<file path="config.mk">
export PLATFORM = sky130hd
export DESIGN_NAME = ebc_bus_ctrl
export DESIGN_NICKNAME = d
export VERILOG_FILES = /design/src/ebc_pkg.sv /design/src/ebc_bus_ctrl.sv /design/src/ebc_area_decode.sv /design/src/ebc_refresh_timer.sv
export SDC_FILE = /design/constraint.sdc
export NUM_CORES = 1
export LEC_CHECK = 0
export BUFFER_PORTS_ARGS = -buffer_cell sky130_fd_sc_hd__clkbuf_2
export CORE_MARGIN = 2
export CORE_UTILIZATION = 40
export DETAILED_ROUTE_END_ITERATION = 10
export MAX_ROUTING_LAYER = met4
export SLEW_MARGIN = 20
export SYNTH_ARGS = -nofsm -noshare
export SYNTH_HDL_FRONTEND = slang
export SYNTH_SLANG_ARGS = --single-unit
</file>
<file path="constraint.sdc">
create_clock -name sys_clk_i -period 1.9 [get_ports sys_clk_i]
set_input_delay 0.38 -clock sys_clk_i [delete_from_list [all_inputs] [get_ports sys_clk_i]]
set_output_delay 0.38 -clock sys_clk_i [all_outputs]
set_load 0.005 [all_outputs]
</file>
<file path="src/ebc_pkg.sv">
// Package of register offsets, field positions, reset values and timing.
package ebc_pkg;

	// ****************************************************************
	// Register offsets
	// ****************************************************************
	localparam logic [3:0] OFS_AREA_BUS_WIDTH    = 4'h0;
	localparam logic [3:0] OFS_AREA_ACCESS_STATE = 4'h1;
	localparam logic [3:0] OFS_WAIT_CTRL_HIGH    = 4'h2;
	localparam logic [3:0] OFS_WAIT_CTRL_LOW     = 4'h3;
	localparam logic [3:0] OFS_BUS_CTRL_HIGH     = 4'h4;
	localparam logic [3:0] OFS_BUS_CTRL_LOW      = 4'h5;
	localparam logic [3:0] OFS_MEMORY_CTRL       = 4'h6;
	localparam logic [3:0] OFS_DRAM_CTRL         = 4'h7;
	localparam logic [3:0] OFS_REFRESH_CONST     = 4'h8;
	localparam logic [3:0] OFS_REFRESH_COUNT     = 4'h9;

	// ****************************************************************
	// Reset values
	// ****************************************************************
	localparam logic [7:0] RST_AREA_BUS_WIDTH    = 8'h00;
	localparam logic [7:0] RST_AREA_ACCESS_STATE = 8'hFF;
	localparam logic [7:0] RST_WAIT_CTRL         = 8'hFF;
	localparam logic [7:0] RST_ZERO              = 8'h00;
	localparam logic [7:0] RST_REFRESH_CONST     = 8'hFF;

	// ****************************************************************
	// Field positions
	// ****************************************************************
	localparam int BIT_PARTITION_SEL  = 2;
	localparam int BIT_LOW_CAS_SEL    = 4;
	localparam int BIT_PRECHARGE      = 7;
	localparam int BIT_FAST_PAGE      = 6;
	localparam int BIT_ROW_DOWN       = 5;
	localparam int BIT_TWO_CAS        = 4;
	localparam int BIT_MUX_HI         = 3;
	localparam int BIT_MUX_LO         = 2;
	localparam int BIT_RFSH_WAIT_HI   = 1;
	localparam int BIT_RFSH_WAIT_LO   = 0;
	localparam int BIT_RFSH_EN        = 7;
	localparam int BIT_RFSH_CYC_WAIT  = 6;
	localparam int BIT_RFSH_MODE      = 5;
	localparam int BIT_CMP_FLAG       = 4;
	localparam int BIT_CMP_IRQ_EN     = 3;

	// ****************************************************************
	// Address map and mode codes
	// ****************************************************************
	localparam logic [2:0] DRAM_SPACE_AREA2 = 3'h1;
	localparam logic [2:0] CLK_DIV2         = 3'h1;
	localparam logic [2:0] CLK_DIV8         = 3'h2;
	localparam logic [2:0] CLK_DIV32        = 3'h3;
	localparam logic [23:0] DRAM_BYTES      = 24'h080000;
	localparam logic [23:0] SRAM_BYTES      = 24'h040000;
	localparam int PAGE_COL_BITS            = 9;

	typedef enum logic [1:0] {EBC_SZ_AREA2M, EBC_SZ_AREA128K}
		ebc_part_t;

endpackage

</file>
<file path="src/ebc_bus_ctrl.sv">
// External bus controller: registers, area decode and DRAM control.
//
// Decided for this implementation: the register offsets and the address-and-strobe port.
`timescale 1ns/1ps
`default_nettype none
//Contract
// [RQ1] Word SRAM pair decodes to area 1, 0x200000 to 0x23FFFF.
// [RQ2] Width bit 0 makes the area a 16-bit bus space.
// [RQ3] Access state bit 1 makes the area a 3-state space.
// [RQ4] Area 1 wait bits both 0 insert no program wait.
// [RQ5] Area 2 wait field 01 inserts exactly one program wait.
// [RQ6] Partition bit 1 gives eight 2-Mbyte areas.
// [RQ7] DRAM select 001 makes area 2 DRAM, 0x400000 to 0x47FFFF.
// [RQ8] Two column strobes control upper and lower DRAM bytes.
// [RQ9] Lower strobe goes to own pin at 0, write-strobe pin at 1.
// [RQ10] Memory control bits set precharge, page, shift, refresh modes.
// [RQ11] Refresh wait bit 0 adds no refresh wait states.
// [RQ12] DRAM control sets refresh on, no interrupt, clock divided two.
// [RQ13] Software loads refresh constant 0x4F for 1024 cycles per 8 ms.
// [RQ14] Row-down mode by bit 1, not with lower strobe on write pin.
// [RQ15] Counter match sets flag, clears counter, requests one refresh.
module ebc_bus_ctrl
	import ebc_pkg::*;
(
	input  wire logic        sys_clk_i,
	input  wire logic        rstn_i,
	input  wire logic [3:0]  reg_addr_i,
	input  wire logic [7:0]  reg_wdata_i,
	input  wire logic        reg_wr_i,
	input  wire logic        reg_rd_i,
	output logic      [7:0]  reg_rdata_o,
	input  wire logic [23:0] cpu_addr_i,
	input  wire logic        cpu_req_i,
	output logic             sram_cs_o,
	output logic             dram_sel_o,
	output logic             bus16_o,
	output logic             three_state_o,
	output logic      [1:0]  wait_states_o,
	input  wire logic        byte_hi_i,
	input  wire logic        byte_lo_i,
	input  wire logic        cas_active_i,
	input  wire logic        refresh_ack_i,
	output logic             upper_cas_n_o,
	output logic             lower_column_strobe_n_o,
	output logic             lower_write_strobe_cas_n_o,
	output logic             lws_is_cas_o,
	output logic      [3:0]  row_shift_o,
	output logic             precharge_two_o,
	output logic             fast_page_o,
	output logic             row_down_o,
	output logic      [1:0]  refresh_wait_o,
	output logic             refresh_req_o,
	output logic             cmp_irq_o
);
	import ebc_pkg::*;

	// ****************************************************************
	// Register file
	// ****************************************************************
	logic [7:0] width_q, state_q, wch_q, wcl_q, bch_q, bcl_q, mem_q;
	logic [7:0] dram_q, const_q, count;
	logic       flag_q, match;

	always_ff @(posedge sys_clk_i)
	begin
		if (!rstn_i)
		begin
			width_q <= RST_AREA_BUS_WIDTH;
			state_q <= RST_AREA_ACCESS_STATE;
			wch_q   <= RST_WAIT_CTRL;
			wcl_q   <= RST_WAIT_CTRL;
			bch_q   <= RST_ZERO;
			bcl_q   <= RST_ZERO;
			mem_q   <= RST_ZERO;
			dram_q  <= RST_ZERO;
			const_q <= RST_REFRESH_CONST;
		end
		else if (reg_wr_i)
		begin
			case (reg_addr_i)
				OFS_AREA_BUS_WIDTH:    width_q <= reg_wdata_i;
				OFS_AREA_ACCESS_STATE: state_q <= reg_wdata_i;
				OFS_WAIT_CTRL_HIGH:    wch_q   <= reg_wdata_i;
				OFS_WAIT_CTRL_LOW:     wcl_q   <= reg_wdata_i;
				OFS_BUS_CTRL_HIGH:     bch_q   <= reg_wdata_i;
				OFS_BUS_CTRL_LOW:      bcl_q   <= reg_wdata_i;
				OFS_MEMORY_CTRL:       mem_q   <= reg_wdata_i;
				OFS_DRAM_CTRL:         dram_q  <= reg_wdata_i;
				OFS_REFRESH_CONST:     const_q <= reg_wdata_i; // [RQ13]
				default:               ;
			endcase
		end
	end

	// Compare-match flag: hardware set wins over a software write of 0.
	always_ff @(posedge sys_clk_i)
	begin
		if (!rstn_i)
			flag_q <= 1'b0;
		else if (match)
			flag_q <= 1'b1; // [RQ15]
		else if (reg_wr_i && reg_addr_i == OFS_DRAM_CTRL
			&& !reg_wdata_i[BIT_CMP_FLAG])
			flag_q <= 1'b0;
	end

	always_ff @(posedge sys_clk_i)
	begin
		if (!rstn_i)
			reg_rdata_o <= 8'h00;
		else if (reg_rd_i)
		begin
			case (reg_addr_i)
				OFS_AREA_BUS_WIDTH:    reg_rdata_o <= width_q;
				OFS_AREA_ACCESS_STATE: reg_rdata_o <= state_q;
				OFS_WAIT_CTRL_HIGH:    reg_rdata_o <= wch_q;
				OFS_WAIT_CTRL_LOW:     reg_rdata_o <= wcl_q;
				OFS_BUS_CTRL_HIGH:     reg_rdata_o <= bch_q;
				OFS_BUS_CTRL_LOW:      reg_rdata_o <= bcl_q;
				OFS_MEMORY_CTRL:       reg_rdata_o <= mem_q;
				OFS_DRAM_CTRL:
					reg_rdata_o <= {dram_q[7:5], flag_q, dram_q[3:0]};
				OFS_REFRESH_CONST:     reg_rdata_o <= const_q;
				OFS_REFRESH_COUNT:     reg_rdata_o <= count;
				default:               reg_rdata_o <= 8'h00;
			endcase
		end
		else
			reg_rdata_o <= 8'h00;
	end

	// ****************************************************************
	// Area decode
	// ****************************************************************
	logic [2:0] area;
	logic       dram_area2;
	logic       bus16, three_state;
	logic [1:0] wait_sel;

	ebc_area_decode u_decode (
		.addr_i        (cpu_addr_i),
		.part_sel_i    (bcl_q[BIT_PARTITION_SEL]),
		.width_reg_i   (width_q),
		.state_reg_i   (state_q),
		.wait_reg_i    ({wch_q, wcl_q}),
		.area_o        (area),
		.bus16_o       (bus16),
		.three_state_o (three_state),
		.wait_o        (wait_sel)
	);

	assign dram_area2 = (bch_q[2:0] == DRAM_SPACE_AREA2); // [RQ7]

	always_ff @(posedge sys_clk_i)
	begin
		if (!rstn_i)
		begin
			sram_cs_o     <= 1'b0;
			dram_sel_o    <= 1'b0;
			bus16_o       <= 1'b0;
			three_state_o <= 1'b0;
			wait_states_o <= 2'h0;
		end
		else
		begin
			// Both memories sit in the 2-Mbyte area map only; the
			// 128-kbyte map would alias them into other addresses.
			// Word SRAM fills the low 256 kbytes of area 1.
			sram_cs_o <= cpu_req_i && area == 3'h1
				&& bcl_q[BIT_PARTITION_SEL]
				&& cpu_addr_i[20:0] < SRAM_BYTES[20:0]; // [RQ1]
			// DRAM fills the low 512 kbytes of area 2.
			dram_sel_o <= cpu_req_i && dram_area2 && area == 3'h2
				&& bcl_q[BIT_PARTITION_SEL]
				&& cpu_addr_i[20:0] < DRAM_BYTES[20:0]; // [RQ7]
			bus16_o       <= bus16;
			three_state_o <= three_state;
			wait_states_o <= wait_sel; // [RQ4] [RQ5]
		end
	end

	// ****************************************************************
	// DRAM strobes and mode
	// ****************************************************************
	logic lws_cas, cas_lo, cas_hi;

	assign lws_cas = bcl_q[BIT_LOW_CAS_SEL];
	assign cas_hi  = cas_active_i && (byte_hi_i || refresh_ack_i);
	assign cas_lo  = cas_active_i && (byte_lo_i || refresh_ack_i);

	always_ff @(posedge sys_clk_i)
	begin
		if (!rstn_i)
		begin
			upper_cas_n_o              <= 1'b1;
			lower_column_strobe_n_o    <= 1'b1;
			lower_write_strobe_cas_n_o <= 1'b1;
		end
		else
		begin
			upper_cas_n_o              <= ~cas_hi; // [RQ8]
			lower_column_strobe_n_o    <= ~(cas_lo && !lws_cas); // [RQ9]
			lower_write_strobe_cas_n_o <= ~(cas_lo && lws_cas);  // [RQ9]
		end
	end

	always_ff @(posedge sys_clk_i)
	begin
		if (!rstn_i)
		begin
			lws_is_cas_o    <= 1'b0;
			row_shift_o     <= 4'h0;
			precharge_two_o <= 1'b0;
			fast_page_o     <= 1'b0;
			row_down_o      <= 1'b0;
			refresh_wait_o  <= 2'h0;
		end
		else
		begin
			lws_is_cas_o    <= lws_cas;
			row_shift_o     <= 4'(PAGE_COL_BITS - 1)
				+ {2'b00, mem_q[BIT_MUX_HI], mem_q[BIT_MUX_LO]}; // [RQ10]
			precharge_two_o <= mem_q[BIT_PRECHARGE];          // [RQ10]
			fast_page_o     <= mem_q[BIT_FAST_PAGE];          // [RQ10]
			row_down_o      <= mem_q[BIT_ROW_DOWN] && !lws_cas; // [RQ14]
			refresh_wait_o  <= dram_q[BIT_RFSH_CYC_WAIT]
				? mem_q[BIT_RFSH_WAIT_HI:BIT_RFSH_WAIT_LO]
				: 2'h0; // [RQ11]
		end
	end

	// ****************************************************************
	// Refresh pacing
	// ****************************************************************
	ebc_refresh_timer u_timer (
		.sys_clk_i  (sys_clk_i),
		.rstn_i     (rstn_i),
		.enable_i   (dram_q[BIT_RFSH_EN]),
		.clk_sel_i  (dram_q[2:0]),
		.constant_i (const_q),
		.count_o    (count),
		.match_o    (match)
	);

	// One refresh request pends until the cycle is acknowledged.
	always_ff @(posedge sys_clk_i)
	begin
		if (!rstn_i)
			refresh_req_o <= 1'b0;
		else if (match && !dram_q[BIT_RFSH_MODE])
			refresh_req_o <= 1'b1; // [RQ12] [RQ15]
		else if (refresh_ack_i)
			refresh_req_o <= 1'b0;
	end

	assign cmp_irq_o = flag_q && dram_q[BIT_CMP_IRQ_EN]; // [RQ12]

	// ****************************************************************
	// Checks
	// ****************************************************************
	property p_flag_set;
		@(posedge sys_clk_i) disable iff (!rstn_i)
		match |=> flag_q;
	endproperty
	a_flag_set: assert property (p_flag_set) // [RQ15]
		else $error("match did not set flag");

	property p_req_set;
		@(posedge sys_clk_i) disable iff (!rstn_i)
		(match && !dram_q[BIT_RFSH_MODE]) |=> refresh_req_o;
	endproperty
	a_req_set: assert property (p_req_set) // [RQ15]
		else $error("match did not request refresh");

	property p_count_clear;
		@(posedge sys_clk_i) disable iff (!rstn_i)
		match |=> count == 8'h00;
	endproperty
	a_count_clear: assert property (p_count_clear) // [RQ15]
		else $error("counter not cleared on match");

	property p_lower_route;
		@(posedge sys_clk_i) disable iff (!rstn_i)
		$past(lws_cas) && $past(rstn_i) |-> lower_column_strobe_n_o;
	endproperty
	a_lower_route: assert property (p_lower_route) // [RQ9]
		else $error("lower strobe on wrong pin");

	property p_row_down;
		@(posedge sys_clk_i) disable iff (!rstn_i)
		lws_cas ##1 lws_cas |-> !row_down_o;
	endproperty
	a_row_down: assert property (p_row_down) // [RQ14]
		else $error("row-down with lower strobe on write pin");

	property p_sram_range;
		@(posedge sys_clk_i) disable iff (!rstn_i)
		sram_cs_o |-> $past(cpu_addr_i) >= 24'h200000
			&& $past(cpu_addr_i) <= 24'h23FFFF;
	endproperty
	a_sram_range: assert property (p_sram_range) // [RQ1]
		else $error("SRAM select outside range");

	property p_dram_range;
		@(posedge sys_clk_i) disable iff (!rstn_i)
		dram_sel_o |-> $past(cpu_addr_i) >= 24'h400000
			&& $past(cpu_addr_i) <= 24'h47FFFF;
	endproperty
	a_dram_range: assert property (p_dram_range) // [RQ7]
		else $error("DRAM select outside range");

	property p_no_rfsh_wait;
		@(posedge sys_clk_i) disable iff (!rstn_i)
		!dram_q[BIT_RFSH_CYC_WAIT] ##1 1'b1 |-> refresh_wait_o == 2'h0;
	endproperty
	a_no_rfsh_wait: assert property (p_no_rfsh_wait) // [RQ11]
		else $error("refresh wait inserted while disabled");

	c_refresh: cover property (@(posedge sys_clk_i) refresh_req_o);
	c_sram: cover property (@(posedge sys_clk_i) sram_cs_o);
	c_dram_lws: cover property (@(posedge sys_clk_i)
		dram_sel_o && lws_is_cas_o);
endmodule
`default_nettype wire

</file>
<file path="src/ebc_area_decode.sv">
// Area decoder mapping a 24-bit address to an area and its settings.
`timescale 1ns/1ps
`default_nettype none
module ebc_area_decode
	import ebc_pkg::*;
(
	input  wire logic [23:0] addr_i,
	input  wire logic        part_sel_i,
	input  wire logic [7:0]  width_reg_i,
	input  wire logic [7:0]  state_reg_i,
	input  wire logic [15:0] wait_reg_i,
	output logic      [2:0]  area_o,
	output logic             bus16_o,
	output logic             three_state_o,
	output logic      [1:0]  wait_o
);
	always_comb
	begin
		// Eight 2-Mbyte areas or eight 128-kbyte areas.
		if (part_sel_i)
			area_o = addr_i[23:21]; // [RQ6]
		else
			area_o = addr_i[19:17];
		bus16_o       = ~width_reg_i[area_o]; // [RQ2]
		three_state_o = state_reg_i[area_o];  // [RQ3]
		wait_o        = wait_reg_i[{area_o, 1'b0} +: 2]; // [RQ4] [RQ5]
	end
endmodule
`default_nettype wire

</file>
<file path="src/ebc_refresh_timer.sv">
// Refresh pacing counter with clock prescaler and compare match.
`timescale 1ns/1ps
`default_nettype none
module ebc_refresh_timer
	import ebc_pkg::*;
(
	input  wire logic       sys_clk_i,
	input  wire logic       rstn_i,
	input  wire logic       enable_i,
	input  wire logic [2:0] clk_sel_i,
	input  wire logic [7:0] constant_i,
	output logic      [7:0] count_o,
	output logic            match_o
);
	logic [4:0] pre_q;
	logic       tick;

	always_ff @(posedge sys_clk_i)
	begin
		if (!rstn_i)
			pre_q <= 5'h00;
		else
			pre_q <= pre_q + 5'h01;
	end

	always_comb
	begin
		case (clk_sel_i)
			CLK_DIV2:  tick = pre_q[0];        // [RQ12]
			CLK_DIV8:  tick = &pre_q[2:0];
			CLK_DIV32: tick = &pre_q[4:0];
			default:   tick = 1'b0;
		endcase
	end

	always_ff @(posedge sys_clk_i)
	begin
		if (!rstn_i || !enable_i)
			count_o <= 8'h00;
		else if (tick && count_o == constant_i)
			count_o <= 8'h00; // [RQ15]
		else if (tick)
			count_o <= count_o + 8'h01;
	end

	assign match_o = enable_i && tick && (count_o == constant_i); // [RQ15]
endmodule
`default_nettype wire

</file>
## Word level (Yosys, flattened, before mapping)

Index checks and enable logic that the tools add are counted.

| word-level totals | value |
|---|---|
| input bits | 45 |
| flip-flop bits (word level) | 114 |
| word-level logic and storage cells | 110 |

| operators by class | value |
|---|---|
| equality and inequality tests | 16 |
| bitwise operators | 4 |
| add/subtract/negate cells | 3 |
| reductions and logical operators | 44 |
| magnitude comparators | 3 |
| shift-type cells | 1 |
| mux-type cells | 11 |

Operators with widths:

| cell | number |
|---|---|
| $pmux 8 s10 | 1 |
| $reduce_and 2->1 | 11 |
| $lt 21x19->1 const B | 1 |
| $lt 21x20->1 const B | 1 |
| $logic_and 1x1->1 | 19 |
| $eq 4x3->1 const B | 4 |
| $shiftx 16x5->2 | 1 |
| $eq 3x1->1 const B | 3 |
| $eq 3x2->1 const B | 3 |
| $add 8x1->8 const B | 1 |
| $eq 4x2->1 const B | 2 |
| $eq 4x4->1 const B | 2 |
| $eq 8x8->1 | 1 |
| $bmux 1 s3 | 2 |
| $mux 1 | 6 |
| $add 5x1->5 const B | 1 |
| $logic_not 1->1 | 5 |
| $reduce_and 5->1 | 1 |
| $add 4x2->4 const A | 1 |
| $eq 4x1->1 const B | 1 |
| $logic_not 4->1 | 1 |
| $lt 3x4->1 const B | 1 |
| $not 1->1 | 4 |
| $reduce_bool 2->1 | 2 |
| 5 further kinds | 7 |

## Depth between registers and ports, before layout

| logic depth | value |
|---|---|
| depth in word-level cells | 6 |
| mapped depth | 8 |
| depth with buffers taken out | 7 |

## Cells and area by module

Synthesis repeated with hierarchy kept, for this count alone.

| second synthesis, totals | value |
|---|---|
| cells, all modules | 632 |
| area total of the unflattened synthesis | 5497.8 sq um |

Modules (own cells, without submodules):

| module | times used | sequential area each (sq um) | area an instance (sq um) | cells each |
|---|---|---|---|---|
| ebc_bus_ctrl | 1 | 1981.9 | 4334.2 | 482 |
| ebc_refresh_timer | 1 | 260.2 | 674.4 | 73 |
| ebc_area_decode | 1 | 0.0 | 489.2 | 77 |

## Worst setup path before layout

No wires, ideal clock.

| timing | value |
|---|---|
| path type | reg2reg |
| start point | register u_timer.pre_q[0] |
| end point | register u_timer.count_o[7] |
| arrival time | 1.844 ns |
| path buffers | 0 |
| library setup time | 0.071 ns |
| cell stages (with the launch flop) | 8 |
| slack | -0.015 ns |
| data required time | 1.829 ns |
| path through | dfxtp_1 ha_1 and3_1 ha_1 mux2i_1 a211o_4 or4_1 a21oi_1 |

| between the ends | value |
|---|---|
| cells in the longest elaborated chain, start to end | 4 |

Ends and longest elaborated chain:

| what | line | source |
|---|---|---|
| from (decl) | ebc_refresh_timer.sv:15 | `logic [4:0] pre_q;` |
| from (signal assigned) | ebc_refresh_timer.sv:23 | `pre_q <= pre_q + 5'h01;` |
| $reduce_and 5->1 / $reduce_and 3->1 (equally long branches) | ebc_refresh_timer.sv:31, ebc_refresh_timer.sv:30 |  |
| $pmux 1 s3 (*) | ebc_refresh_timer.sv:28 | `case (clk_sel_i)` |
| $logic_and 1x1->1 | ebc_refresh_timer.sv:40 | `else if (tick && count_o == constant_i)` |
| $reduce_or 2->1 (no source line) | n/a |  |
| to (signal assigned) | ebc_refresh_timer.sv:43 | `count_o <= count_o + 8'h01;` |
| to (decl) | ebc_refresh_timer.sv:12 | `output logic [7:0] count_o,` |

Mark *: on every way between the ends. The rest lies on a longest branch, timed or not.
A chain may end at the register's enable or synchronous reset.

## Worst setup path in the final report

| timing | value |
|---|---|
| start point | register u_timer.pre_q[1] |
| end point | register u_timer.count_o[5] |

The elaborated chain is that of the path after synthesis.

==> impl_metrics.yaml <==
power_and_ir_drop:
  ir_drop_mv: 0.5267
  leakage_nw: 2.611
  pwr_density_cell_nw_per_um2: 783.8
sta:
  hold_viol: 0
  tns_ns: -0.03751
  worst_hold_slack_ns: 0.1981
  fin_ws_ns: -0.03748
  finalMaxSlewViolations: 0
  period_share_pct: 102.0
  setup_viol: 2
  fmax_mhz: 516.1
  layout_min_cycle_time_ns: 1.937
  fin_skew_ns: 0.004945
  rsz0062_at_grt: "yes"
routing:
  dr_total_vias: 4655
  post_drt_wl_per_cell_um: 18.80
  antenna_left: 0
  wl_mm: 15.75
  viasPerCell: 5.555
  dr.pass1.iters: 5
  drc: 0
  drt_iter0_drc: 417
synth:
  ys_seq_elements: 112
  yosys_warnings: 0
  syn_nets: 639
  ys_types: 59
  async_flop_share_pct: 0
  synth_top_area_cell: "dfxtp_1"
  avgSynthCellArea_um2: 8.843
  synth_area_leaders: "dfxtp_1 43%, mux2i_1 8.8%, nand2_1 7.6%, nand3_1 4.9%, a21boi_0 4.5%"
  syn_area_um2: 5218
  synth_ff_type: "dfxtp_1"
  ys_seq_area_share_pct: 42.97
  netlist_instances: 590
  synth_edf_count: 0
  yosysTopAreaCellShare_pct: 42.97
worst_setup_path:
  worst_path_most_repeated_cell: "ha_4"
  critPathMaxStageDelay_ns: 0.49
  path_max_fanout: 5
  critPathKind: "reg2reg"
  critPathCaptureType: "flip-flop"
  crit_path_cell_trace: "ha_4, and3_4, ha_4, mux2i_4, a211o_4, or4_4, a21oi_2"
  cp_slowest_cell: "or4_4"
  arrival_ns: 2.24
  crit_required_ns: 2.20
  crit_path_start_kind: "flip-flop"
layout:
  fin_util_pct: 50.25
  diodes: 0
  layout_common_cells: "110 x dfxtp_1, 105 x nand2_1, 55 x clkbuf_2"
  drive_gt1_share_pct: 23.27
  final_common_cell: "dfxtp_1"
  fillers: 1228
  area.growth.synth_to_final_pct: 22.04
  final_cells: 838
  nets: 711
die:
  die_area_um2: 13970
  initial_core_util_pct: 41.18
  core-area_um2: 12670
  fp.dieH_um: 118.2
  top_level_ports: 74
  fp.dieW_um: 118.2
  rows: 41
worst_hold_path:
  min_path_type: "in2reg"
clock_tree:
  htree_num_levels: 3
  clock-root-buffer: "clkbuf_16"
  cts_tree: "built"
  clk_pin_slew_worst_paths_ns: 0.07
  clk_latency_ns: 0.36
  cts_buffer_depth: 2
  cts.sinks: 112
  cts_made_buffers: 9
global_route:
  use_met2_pct: 34.93
  grt-ovfl-total: 0
  grt_max_degree: 59
  grt_usage_pct: 23.51
  grt_util_met3_pct: 5.743
  grt_use_met1_pct: 31.28
  grt_pass1_wl_mm: 24.60
  grt.busiest_layer: "met2"
  grt_pass1_vias: 4489
  grt_antenna_before_repair: 0
flow_run:
  maxCapViolCount: 0
status:
  status: "finished, violations left"
  violations: "setup timing"
placement:
  dp_slack_ns: -0.06466
  port_buffers: 55
  hpwl_mm: 11.06
  dp_cells: 821
  gp_congestion: 0.9177
## timing repair
item,in CTS,in global routing
setup buffers,0,1
gates resized for setup,10,11
pin swaps,7,9
endpoints found under the hold margin,0,0
cloned,1,0
setup endpoints to repair,10,10
hold buffers,0,0
## report_power, final
group          switching (mW)  internal [mW]
Combinational           0.284          0.213
Sequential             0.0355           2.39
Clock                   0.881           1.18
## routing by layer
metal	vias to the layer above	wire, um
met5	-	0
met4	0	410
met3	33	1028
met2	167	7080
met1	2217	7236
li1	2238	-
## Yosys cell counts, drive strengths merged, types with 3 or more instances
library cell  instances
nand2b                4
or2                   3
mux2i                47
inv                   3
nor2                 14
xnor2                 9
a22oi                 6
o21ai                35
or3                   6
mux4                  4
buf                  13
nand2               105
a21oi                17
nand4                 5
nand3                52
ha                    4
a21boi               31
mux2                  5
nor2b                15
and3                  5
dfxtp               112
nand3b                5
o31ai                 3
o211a                 3
a32oi                 3
clkbuf               33
and2                 13
o2bb2ai               5
## cell type report
type / count / area (um2) / area share [%]
clock buffers: 10 / 239.0 / 3.753
clock inverters: 5 / 81.33 / 1.277
inverters: 3 / 11.26 / 0.1769
multi-input cells: 430 / 2855 / 44.84
flip-flops and latches: 112 / 2245 / 35.25
well taps: 172 / 215.2 / 3.380
repair buffers: 106 / 720.7 / 11.32
## kinds of logic (layout without fill, tap and decap cells)
| family | count (synthesis) | count (layout) | synth area share (%) |
|---|---|---|---|
| buf+inv | 49 | 124 | 4.125 |
| simple gates | 237 | 237 | 22.11 |
| compound gates | 121 | 122 | 16.12 |
| xor+xnor | 10 | 10 | 1.679 |
| flops | 112 | 112 | 42.97 |
| other cells | 1 | 1 | 0.07187 |
| fa+ha+maj | 4 | 4 | 0.9593 |
| mux | 56 | 56 | 11.97 |
## final timing paths
kind | from | end | slack, ns | depth (start not counted)
worst max-delay path | u_timer.pre_q[1] | u_timer.count_o[5] | -0.04 | 7
worst min-delay path | cpu_addr_i[18] | sram_cs_o | 0.20 | 2
worst max register to register | u_timer.pre_q[1] | u_timer.count_o[5] | -0.04 | 7
worst min register to register | bcl_q[4] | lower_write_strobe_cas_n_o | 0.48 | 1
## per-stage QoR
stage / cell area, um2 / power, mW
after global routing: 6367 / 5.162
after global placement: 5929 / 2.955
after floorplan: 5218 / 2.749
after detailed placement: 5929 / 2.962
after CTS: 6305 / 5.022
final: 6367 / 4.990
## critical path: cells and delay by family, from the launching register on
kind,cells,cell delay (ns)
fa+ha+maj,2,0.27
mux,1,0.07
compound gates,2,0.51
flops,1,0.36
simple gates,2,0.67
Note: power is estimated with default switching activity, not from simulation.
